`config.mk`:
```
export PLATFORM = sky130hd
export DESIGN_NAME = drive_status_display_control
export DESIGN_NICKNAME = d
export VERILOG_FILES = /design/src/blink_timer.v /design/src/drive_status_display_control.v
export VERILOG_INCLUDE_DIRS = /design/src
export SDC_FILE = /design/constraint.sdc
export NUM_CORES = 1
export LEC_CHECK = 0
export ABC_AREA = 1
export CAP_MARGIN = 20
export CORE_UTILIZATION = 45
export CTS_CLUSTER_DIAMETER = 200
export CTS_CLUSTER_SIZE = 28
export DETAILED_ROUTE_END_ITERATION = 12
export DONT_BUFFER_PORTS = 1
export MAX_ROUTING_LAYER = met4
export SYNTH_ARGS = -nofsm -noshare
export SYNTH_HDL_FRONTEND = slang
export SYNTH_HIERARCHICAL = 1
export SYNTH_SLANG_ARGS = --single-unit
```
`constraint.sdc`:
```
create_clock -name pclk -period 1.88 [get_ports pclk]
set_input_delay 0.282 -clock pclk [delete_from_list [all_inputs] [get_ports pclk]]
set_output_delay 0.282 -clock pclk [all_outputs]
set_load 0.005 [all_outputs]
```
`src/drive_status_consts.vh`:
```
// named constants for the drive status and run-source block
// assumes inclusion by bare name from the design files
`ifndef DRIVE_STATUS_CONSTS_VH
`define DRIVE_STATUS_CONSTS_VH
`define CLK_HZ            40000000
`define BLINK_PERIOD_MS   1000
`define BLINK_HALF_CYC    ((`CLK_HZ / 1000) * `BLINK_PERIOD_MS / 2)
`define OFS_CTRL          12'h000
`define OFS_STAT          12'h004
`define OFS_IRQ_STAT      12'h008
`define OFS_IRQ_MASK      12'h00c
`define OFS_LINE          12'h010
`define CTRL_RST          32'h00000000
`define MASK_RST          4'h0
`define B_RUN_SRC         0
`define B_FREF_SRC        1
`define B_STOP_EN         2
`define B_RESTART         3
`define B_RETRY           4
`define B_MON_B           5
`define B_FUNC            6
`define B_OPTION          7
`define F_FILT_LO         8
`define F_FILT_HI         10
`define B_ALM_RESET       11
`define MODE_MON_A        3'h0
`define MODE_MON_B        3'h1
`define MODE_FUNC         3'h2
`define MODE_TRIP         3'h3
`define MODE_WARN         3'h4
`define MODE_OPTION       3'h5
`define RUN_STOP          2'h0
`define RUN_FWD           2'h1
`define RUN_REV           2'h2
`define FILT_ALL          3'h0
`define FILT_MAX          3'h4
`define EV_TRIP           0
`define EV_WARN           1
`define EV_RESTART        2
`define EV_STOP_KEY       3
`endif

```
`src/blink_timer.v`:
```
// backlight blink timer: toggles phase every half period while enabled
// assumes one clock pclk and asynchronous active-low reset
`timescale 1ns/1ps
`include "drive_status_consts.vh"
module blink_timer (
    input  wire        pclk,
    input  wire        presetn,
    input  wire        enable,
    output reg         phase_ff
);
    reg  [24:0] cnt_ff;
    // the count is a 32-bit constant; the half period fits in 25 bits
    wire [31:0] half_full = `BLINK_HALF_CYC;
    wire [24:0] half_cyc  = half_full[24:0];

    // counter held at zero outside trip so each trip starts on white
    always @(posedge pclk or negedge presetn) begin
        if (!presetn) begin
            cnt_ff   <= 25'h0000000;
            phase_ff <= 1'b0;
        end else if (!enable) begin
            cnt_ff   <= 25'h0000000;
            phase_ff <= 1'b0;
        end else if (cnt_ff == half_cyc - 25'h0000001) begin
            cnt_ff   <= 25'h0000000;
            phase_ff <= ~phase_ff;
        end else begin
            cnt_ff   <= cnt_ff + 25'h0000001;
        end
    end
endmodule // blink_timer

```
`src/drive_status_display_control.v`:
```
// drive status display, backlight and run-source selection with apb registers
// assumes synchronous inputs from keypad, terminal block and drive core
`timescale 1ns/1ps
`include "drive_status_consts.vh"
module drive_status_display_control (
    input  wire        pclk,
    input  wire        presetn,
    input  wire        psel,
    input  wire        penable,
    input  wire        pwrite,
    input  wire [11:0] paddr,
    input  wire [31:0] pwdata,
    output reg  [31:0] prdata,
    output reg         pready,
    output reg         pslverr,
    input  wire        forward_run_input,
    input  wire        reverse_run_input,
    input  wire        key_run_fwd,
    input  wire        key_run_rev,
    input  wire        key_stop,
    input  wire [15:0] term_freq_ref,
    input  wire [15:0] key_freq_ref,
    input  wire        power_present,
    input  wire        second_motor_input,
    input  wire        trip_active,
    input  wire        warn_mismatch,
    input  wire [1:0]  drive_direction,
    output reg         backlight_white,
    output reg         backlight_orange,
    output reg  [2:0]  mode_field,
    output reg         motor_field,
    output reg  [1:0]  run_field,
    output reg  [2:0]  filter_field,
    output reg         run_cmd,
    output reg         run_reverse,
    output reg  [15:0] freq_ref,
    output reg         irq
);
    ////////////////////////////////////////////////////////////////////////
    // register file
    reg  [31:0] ctrl_ff;
    reg  [3:0]  irq_stat_ff;
    reg  [3:0]  irq_mask_ff;
    reg         trip_d_ff;
    reg         warn_d_ff;
    reg         power_d_ff;
    reg         run_latch_ff;
    reg         stop_hold_ff;
    reg         run_cmd_ff;
    wire        blink_phase;
    wire        wr_en = psel && penable && pwrite;
    wire        rd_en = psel && !penable && !pwrite;
    wire        addr_ok = (paddr == `OFS_CTRL) || (paddr == `OFS_STAT) ||
                          (paddr == `OFS_IRQ_STAT) || (paddr == `OFS_IRQ_MASK) ||
                          (paddr == `OFS_LINE);
    wire [2:0]  filt_raw = ctrl_ff[`F_FILT_HI:`F_FILT_LO];
    // alarm reset acts in the access cycle only; the bit is never stored
    wire        alarm_reset = wr_en && (paddr == `OFS_CTRL) && pwdata[`B_ALM_RESET];

    ////////////////////////////////////////////////////////////////////////
    // run source and command logic
    reg         nxt_run;
    reg         nxt_rev;
    reg         term_req;
    reg         key_req;
    reg         req_any;
    reg         req_rev;
    reg         restart_ev;
    reg         stop_ev;
    reg         hold_ev;
    always @* begin
        term_req   = forward_run_input || reverse_run_input;
        key_req    = key_run_fwd || key_run_rev;
        req_any    = ctrl_ff[`B_RUN_SRC] ? term_req : key_req;
        req_rev    = ctrl_ff[`B_RUN_SRC] ? (reverse_run_input && !forward_run_input)
                                         : (key_run_rev && !key_run_fwd);
        stop_ev    = key_stop && ctrl_ff[`B_STOP_EN];
        restart_ev = 1'b0;
        hold_ev    = 1'b0;
        nxt_run    = run_latch_ff;
        nxt_rev    = run_reverse;
        if (!power_present) begin
            nxt_run = 1'b0;
        end else if (trip_active) begin
            nxt_run = 1'b0;
        end else if (stop_ev) begin
            nxt_run = 1'b0;
        end else if (!power_d_ff && run_latch_ff) begin
            // power back: resume only if restart selected
            restart_ev = ctrl_ff[`B_RESTART] && req_any;
            // without restart the request must be released before a new run
            hold_ev    = !restart_ev;
            nxt_run    = restart_ev;
        end else if (trip_d_ff && req_any) begin
            // trip just cleared by retry or alarm reset with run held
            restart_ev = ctrl_ff[`B_RETRY] || alarm_reset;
            // no retry and no alarm reset: wait for the run request to drop
            hold_ev    = !restart_ev;
            nxt_run    = restart_ev;
        end else if (stop_hold_ff) begin
            nxt_run = 1'b0;
        end else begin
            nxt_run = req_any;
            nxt_rev = req_rev;
        end
    end

    always @(posedge pclk or negedge presetn) begin
        if (!presetn) begin
            run_latch_ff <= 1'b0;
            run_cmd_ff   <= 1'b0;
            stop_hold_ff <= 1'b0;
            trip_d_ff    <= 1'b0;
            warn_d_ff    <= 1'b0;
            power_d_ff   <= 1'b0;
        end else begin
            // latch keeps the wish to run across a power dip, cleared by stop, trip or idle
            run_latch_ff <= power_present ? nxt_run : run_latch_ff;
            run_cmd_ff   <= nxt_run;
            // stop key, or a refused restart, holds off until the request is
            // released; a granted restart lifts the hold
            stop_hold_ff <= stop_ev || hold_ev || (stop_hold_ff && req_any && !restart_ev);
            trip_d_ff    <= trip_active;
            warn_d_ff    <= warn_mismatch;
            power_d_ff   <= power_present;
        end
    end

    // command outputs to the drive core
    always @(posedge pclk or negedge presetn) begin
        if (!presetn) begin
            run_cmd      <= 1'b0;
            run_reverse  <= 1'b0;
            freq_ref     <= 16'h0000;
        end else begin
            run_cmd      <= nxt_run && power_present;
            run_reverse  <= nxt_rev;
            freq_ref     <= ctrl_ff[`B_FREF_SRC] ? term_freq_ref : key_freq_ref;
        end
    end

    ////////////////////////////////////////////////////////////////////////
    // backlight
    blink_timer u_blink (
        .pclk     (pclk),
        .presetn  (presetn),
        .enable   (trip_active),
        .phase_ff (blink_phase)
    );

    ////////////////////////////////////////////////////////////////////////
    // status line fields
    reg [2:0] nxt_mode;
    reg [1:0] nxt_run_field;
    // mode priority: trip, warning, then the configuration bits of the control word
    always @* begin
        if (trip_active) begin
            nxt_mode = `MODE_TRIP;
        end else if (warn_mismatch) begin
            nxt_mode = `MODE_WARN;
        end else if (ctrl_ff[`B_OPTION]) begin
            nxt_mode = `MODE_OPTION;
        end else if (ctrl_ff[`B_FUNC]) begin
            nxt_mode = `MODE_FUNC;
        end else if (ctrl_ff[`B_MON_B]) begin
            nxt_mode = `MODE_MON_B;
        end else begin
            nxt_mode = `MODE_MON_A;
        end
    end

    // direction code 3 is not a running state and shows as stopped
    always @* begin
        case (drive_direction)
            `RUN_FWD: nxt_run_field = `RUN_FWD;
            `RUN_REV: nxt_run_field = `RUN_REV;
            default:  nxt_run_field = `RUN_STOP;
        endcase
    end

    // trip overrides the warning colour; each trip blink starts on white
    always @(posedge pclk or negedge presetn) begin
        if (!presetn) begin
            backlight_white  <= 1'b1;
            backlight_orange <= 1'b0;
        end else if (trip_active) begin
            backlight_white  <= ~blink_phase;
            backlight_orange <= blink_phase;
        end else begin
            backlight_white  <= ~warn_mismatch;
            backlight_orange <= warn_mismatch;
        end
    end

    always @(posedge pclk or negedge presetn) begin
        if (!presetn) begin
            mode_field       <= `MODE_MON_A;
            motor_field      <= 1'b0;
            run_field        <= `RUN_STOP;
            filter_field     <= `FILT_ALL;
        end else begin
            mode_field   <= nxt_mode;
            motor_field  <= second_motor_input;
            run_field    <= nxt_run_field;
            filter_field <= filt_raw;
        end
    end

    ////////////////////////////////////////////////////////////////////////
    // apb slave and interrupts
    wire [3:0] ev = {stop_ev, restart_ev, warn_mismatch && !warn_d_ff,
                     trip_active && !trip_d_ff};
    wire        filt_ok  = (pwdata[`F_FILT_HI:`F_FILT_LO] <= `FILT_MAX);
    wire        wr_ctrl  = wr_en && pready && (paddr == `OFS_CTRL);
    wire        wr_stat  = wr_en && pready && (paddr == `OFS_IRQ_STAT);
    wire        wr_mask  = wr_en && pready && (paddr == `OFS_IRQ_MASK);
    wire [2:0]  nxt_filt = filt_ok ? pwdata[`F_FILT_HI:`F_FILT_LO] : filt_raw;
    reg  [31:0] nxt_rdata;

    // one access cycle: pready rises at the edge that closes the setup cycle;
    // pslverr flags an unmapped offset, and such a write changes nothing
    always @(posedge pclk or negedge presetn) begin
        if (!presetn) begin
            pready  <= 1'b0;
            pslverr <= 1'b0;
        end else begin
            pready  <= psel && !penable;
            pslverr <= psel && !penable && !addr_ok;
        end
    end

    // a filter code above the last view is refused and the old one kept
    always @(posedge pclk or negedge presetn) begin
        if (!presetn) begin
            ctrl_ff <= `CTRL_RST;
        end else if (wr_ctrl) begin
            ctrl_ff <= {21'h000000, nxt_filt, pwdata[`B_OPTION:`B_RUN_SRC]};
        end
    end

    always @(posedge pclk or negedge presetn) begin
        if (!presetn) begin
            irq_mask_ff <= `MASK_RST;
        end else if (wr_mask) begin
            irq_mask_ff <= pwdata[3:0];
        end
    end

    // set wins over write-one-to-clear, so an event in the clear cycle is kept
    always @(posedge pclk or negedge presetn) begin
        if (!presetn) begin
            irq_stat_ff <= `MASK_RST;
            irq         <= 1'b0;
        end else begin
            if (wr_stat) begin
                irq_stat_ff <= (irq_stat_ff & ~pwdata[3:0]) | ev;
            end else begin
                irq_stat_ff <= irq_stat_ff | ev;
            end
            irq <= |((irq_stat_ff | ev) & irq_mask_ff);
        end
    end

    // read data is loaded at setup so that it stands through the access cycle
    always @* begin
        case (paddr)
            `OFS_CTRL:     nxt_rdata = ctrl_ff;
            `OFS_STAT:     nxt_rdata = {24'h000000, run_reverse, run_cmd_ff,
                                        power_present, warn_mismatch,
                                        trip_active, run_field, blink_phase};
            `OFS_IRQ_STAT: nxt_rdata = {28'h0000000, irq_stat_ff};
            `OFS_IRQ_MASK: nxt_rdata = {28'h0000000, irq_mask_ff};
            `OFS_LINE:     nxt_rdata = {23'h000000, mode_field, motor_field,
                                        run_field, filter_field};
            default:       nxt_rdata = 32'h00000000;
        endcase
    end

    always @(posedge pclk or negedge presetn) begin
        if (!presetn) begin
            prdata <= 32'h00000000;
        end else if (rd_en) begin
            prdata <= nxt_rdata;
        end
    end
endmodule // drive_status_display_control

```
### Yosys cells after proc, flatten, opt, wreduce, memory -nomap -nowiden

Cells that the tools add are included.

* logic and storage cells: 126
* bits of input ports: 92
* flip-flop bits (word level): 115

* bitwise logic cells: 12
* eq/ne operators: 8
* reduce and logical (&&, ||, !) cells: 46
* muxes and demuxes: 33
* $add $sub $neg: 1
* magnitude comparators: 1

Operators by type and width (number)
* $pmux W11 S5: 1
* $mux W25: 2
* $add A25 B1 Y25 const B: 1
* $eq A25 B25 Y1 const B: 1
* $eq A12 B4 Y1 const B: 2
* $mux W1: 23
* $logic_and A1 B1 Y1: 22
* $mux W16: 1
* $eq A12 B3 Y1 const B: 1
* $eq A12 B5 Y1 const B: 1
* $logic_not A12 Y1: 1
* $logic_not A1 Y1: 11
* $logic_or A1 B1 Y1: 9
* $mux W3: 3
* $and A4 B4 Y4: 2
* $or A4 B4 Y4: 2
* $not A1 Y1: 7
* $reduce_and A6 Y1: 1
* $mux W4: 1
* $not A4 Y4: 1
* $pmux W2 S2: 1
* $reduce_or A4 Y1: 1
* $le A3 B3 Y1 const B: 1
* $eq A2 B1 Y1 const B: 1
* other kinds (4): 4

### Longest topological paths before layout

* word-level depth: 13
* gate-level depth with buffers: 9
* gate-level depth less buffers: 9

### By module

Netlist, hierarchy kept.

Modules (own cells, without submodules)
* drive_status_display_control: area each 3273.1 um^2, seq. area each 1677.9 um^2, cells each 388, instances 1
* blink_timer: area each 1540.2 um^2, seq. area each 650.6 um^2, cells each 215, instances 1

### Least setup slack after synthesis

OpenSTA, ideal clock, no wires.

* path type: reg-to-reg
* start: register u_blink.cnt_ff[0]
* end: register u_blink.cnt_ff[20]
* cell stages (with the launch flop): 9
* setup slack: 0.571 ns
* library setup time: 0.117 ns
* period minus slack after synthesis: 1.309 ns
* buffers on the path: 0
* arrival time: 1.192 ns
* path through: dfrtp_1 ha_1 nand2_1 nor2_1 nand3_1 nor2_1 nand2_1 nand2_1 nor2_1

* cells in the longest elaborated chain, start to end: 3
* elaborated cells on any way between the ends: 4
* classes of those cells: add/sub (1); eq/ne (1); mux (2)

Ends and longest elaborated chain
* from (decl): line blink_timer.v:11 `reg [24:0] cnt_ff;`
* from (signal assigned): line blink_timer.v:28 `cnt_ff <= cnt_ff + 25'h0000001;`
* $add A25 B1 Y25 or $eq A25 B25 Y1 (tied branches): line blink_timer.v:28, blink_timer.v:24
* $mux W25 *: line blink_timer.v:24 `end else if (cnt_ff == half_cyc - 25'h0000001) begin`
* $mux W25 *: line blink_timer.v:21 `end else if (!enable) begin`

Mark *: on every way between the ends. The rest lies on a longest branch, timed or not.
A chain may end at the register's enable or synchronous reset.

### Final worst setup path

Ends and elaborated chain as after synthesis.

==> qor.yml <==
rows: 37
fin_setup_tns_ns: 0
post_cts_buffers: 0
crit_chain: "ha_1 > nand2_1 > nor2_1 > nand3_1 > nor2_1 > nand2_1 > nand2_1 > nor2_1"
crit_arrival_ns: 1.81
grt_pass1_wl_um: 17600
ys_seq_elements: 93
ys_async_sr_fraction_pct: 100
nets: 712
track_usage_pct: 20.7
clock_path_buffers: 2
post-dp-hpwl_um: 7930
ir_drop_uv: 335
r2r_slack_ns: 0.33
syn_inst: 603
finalCritPeriodShare_pct: 82.7
p_comb_share_pct: 4.6
drc: 0
fin_cells: 760
placed_cells: 736
synth_warnings: 6
finalSetupViolations: 0
rsz0062_at_grt: "false"
hold_violations: 93
crit_slowest_cell: "dfrtp_1"
post_cts_resized: 0
firstDrtPassIters: 4
synth_edf_count: 0
slew_violations: 0
power_mw: 4.04
clock_latency_ns: 0.36
drive_gt1_share_pct: 11.4
max_slew.worst_pin.slew_ns: 0.501
route.vias.total: 3787
clkTransAtPathRegs_ns: 0.09
critPathRequiredTime_ns: 2.13
cts_made_buffers: 9
viasPerCell: 4.98
antenna_found_initial: 0
post_drt_wl_per_cell_um: 13.9
synth_area_um2: 4810
clockPowerShare_pct: 43.1
holdWs_ns: -0.392
power-per-cell-area_nw_per_um2: 773
hold_buffers: 7
reg2reg_to: "u_blink/cnt_ff[20]$_DFF_PN0_"
dr.first_iter.drc_count: 166
die_area_um2: 11100
avgSynthCellArea_um2: 7.98
grt_max_degree: 94
synth.distinct_cells: 42
grt-ovfl-total: 0
start_util_pct: 46.4
p_seq_share_pct: 52.2
status: "finished with violations"
endpoint_kind: "register"
n_antenna_cell: 0
portBuffers: 0
critPathMaxStageDelay_ns: 0.39
rr_worst_depth: 8
fmax_mhz: 643
die_h_um: 105
crit_path_start_kind: "register"
io_pins: 156
drv_cap: 0
p_sw_share_pct: 21.7
leakage_nw: 2.55
ant_nets: 0
power.switching_mw: 0.878
r2r-start: "u_blink/cnt_ff[0]$_DFF_PN0_"
clock-sinks: 93
cp_max_fo: 4
core-area_um2: 10400
path_class: "reg -> reg"
violations: "negative hold slack"
drt_wl_total_um: 10500
period_needed_ns: 1.55
cts_tree: "yes"
cts_root_buf: "clkbuf_8"
final_util_pct: 50.4
synthFlopType: "dfrtp_1"
ys_seq_area_share_pct: 48.4
htreeDepth: 3
relSlewSlack_pct: 66.4
gp_congestion: 0.863
internal-power_mw: 3.16
die_x_um: 105
clock_skew_ns: 0.0117
grt_pass1_vias: 3742
syn_to_final_growth_pct: 8.63
min_path_type: "in -> async"
-- cells in the final DEF, fill, tap and decap left out, drive strengths merged, types with 2 or more instances in the layout --
cell type and count:
a31oi 2, o31ai 2, dfrtp 92, and3 2, nand4 3, a21boi 2, nand3 47, xnor2 4
o21a 2, clkinv 4, bufinv 4, conb 21, nor2 98, o21ai 29, buf 5, nor3 10
clkbuf 9, inv 70, or2 4, xor2 5, a21oi 17, o211ai 3, dlygate4sd3 8, o22ai 2
nand2 172, clkinvlp 2
-- layer usage --
layer	vias up	routed length [um]	GRT usage, %
met5	-	0	-
met4	0	119	5.13
met3	11	517	4.64
met2	108	5460	36.5
met1	1788	4430	23.8
li1	1880	-	-
-- how the worst max path moves through the flow --
| stage | start | end | slack [ns] | depth (start not counted) |
|---|---|---|---|---|
| after global routing | u_blink/cnt_ff[0]$_DFF_PN0_ | u_blink/cnt_ff[20]$_DFF_PN0_ | 0.15 | 8 |
| after floorplan | u_blink/cnt_ff[0]$_DFF_PN0_ | u_blink/cnt_ff[20]$_DFF_PN0_ | 0.57 | 8 |
| after detailed placement | paddr[11] | ctrl_ff[10]$_DFFE_PN0P_ | 0.31 | 8 |
| final | u_blink/cnt_ff[0]$_DFF_PN0_ | u_blink/cnt_ff[20]$_DFF_PN0_ | 0.33 | 8 |
| after CTS | u_blink/cnt_ff[0]$_DFF_PN0_ | u_blink/cnt_ff[5]$_DFF_PN0_ | 0.32 | 7 |
| after global placement | paddr[11] | ctrl_ff[1]$_DFFE_PN0P_ | 0.33 | 7 |
-- power by group through the flow --
stage / Clock (mW) / Sequential (mW) / Combinational, mW
final: 1.74 / 2.11 / 0.188
after global routing: 1.86 / 2.12 / 0.220
after CTS: 1.78 / 2.11 / 0.187
after detailed placement: 0 / 2.15 / 0.173
after global placement: 0 / 2.15 / 0.168
after floorplan: 0 / 2.13 / 0.175
-- flip-flops by register name, summed over array words and instances, names as in the netlist --
register / flops
filter_field: 3
backlight_orange: 1
motor_field: 1
pslverr: 1
irq: 1
run_latch_ff: 1
stop_hold_ff: 1
u_blink/phase_ff: 1
power_d_ff: 1
irq_stat_ff: 4
prdata: 11
ctrl_ff: 11
mode_field: 3
trip_d_ff: 1
irq_mask_ff: 4
run_reverse: 1
pready: 1
u_blink/cnt_ff: 25
backlight_white: 1
run_field: 2
warn_d_ff: 1
freq_ref: 16
run_cmd: 1
-- critical path, delay by kind of cell (launching register included) --
family,cells,cell delay (ns)
simple gates,7,0.85
fa+ha+maj,1,0.20
flops,1,0.39
-- Yosys cell counts (2+ instances only) --
cell | number | area [um2]
or2_2 | 4 | 25.0
clkinv_1 | 4 | 15.0
nor3_1 | 9 | 45.0
nand2_4 | 3 | 33.8
o21ai_2 | 6 | 52.6
o21a_1 | 2 | 15.0
a31oi_1 | 2 | 12.5
nor2_2 | 10 | 62.6
inv_2 | 3 | 11.3
nand4_1 | 3 | 18.8
nor2_4 | 5 | 56.3
xor2_1 | 5 | 43.8
a21boi_1 | 2 | 15.0
buf_2 | 2 | 10.0
o31ai_1 | 2 | 15.0
o211ai_1 | 3 | 22.5
buf_4 | 21 | 158
nand2_1 | 157 | 589
inv_1 | 66 | 248
nor2_8 | 2 | 40.0
o21ai_0 | 16 | 80.1
nand3_2 | 2 | 20.0
nand3_1 | 45 | 225
a21oi_1 | 17 | 85.1
buf_6 | 2 | 22.5
dfrtp_1 | 92 | 2300
nand2_2 | 12 | 75.1
and3_1 | 2 | 12.5
xnor2_1 | 4 | 35.0
nor2_1 | 81 | 304
o21ai_1 | 7 | 35.0
o22ai_1 | 2 | 12.5
-- layout make-up --
cell class              instances  area (um2)
clock buffers                   9         124
multi-input cells             429        2070
repair buffers                 13         118
well taps                     136         170
inverters                      73         274
flip-flops and latches         93        2330
fillers                      1030        5140
clock inverters                 7         146
-- stage by stage --
stage | setup WS (ns) | instance area [um2]
global route | 0.149 | 5230
detailed placement | 0.309 | 4880
global placement | 0.332 | 4880
CTS | 0.321 | 5220
finish | 0.326 | 5230
floorplan | 0.571 | 4890
-- logic make-up (layout without fill, tap and decap cells) --
family	after synthesis	in the layout	share of synthesized area, %
adders and majority gates	1	1	0.260
xor gates and xnor gates	9	9	1.64
DFF	93	93	48.4
and+or+nand+nor	338	338	32.1
buffers and inverters	101	102	10.2
other	1	21	0.0779
AOI/OAI and AO/OA	60	60	7.33
(Power assumes the default switching activity.)
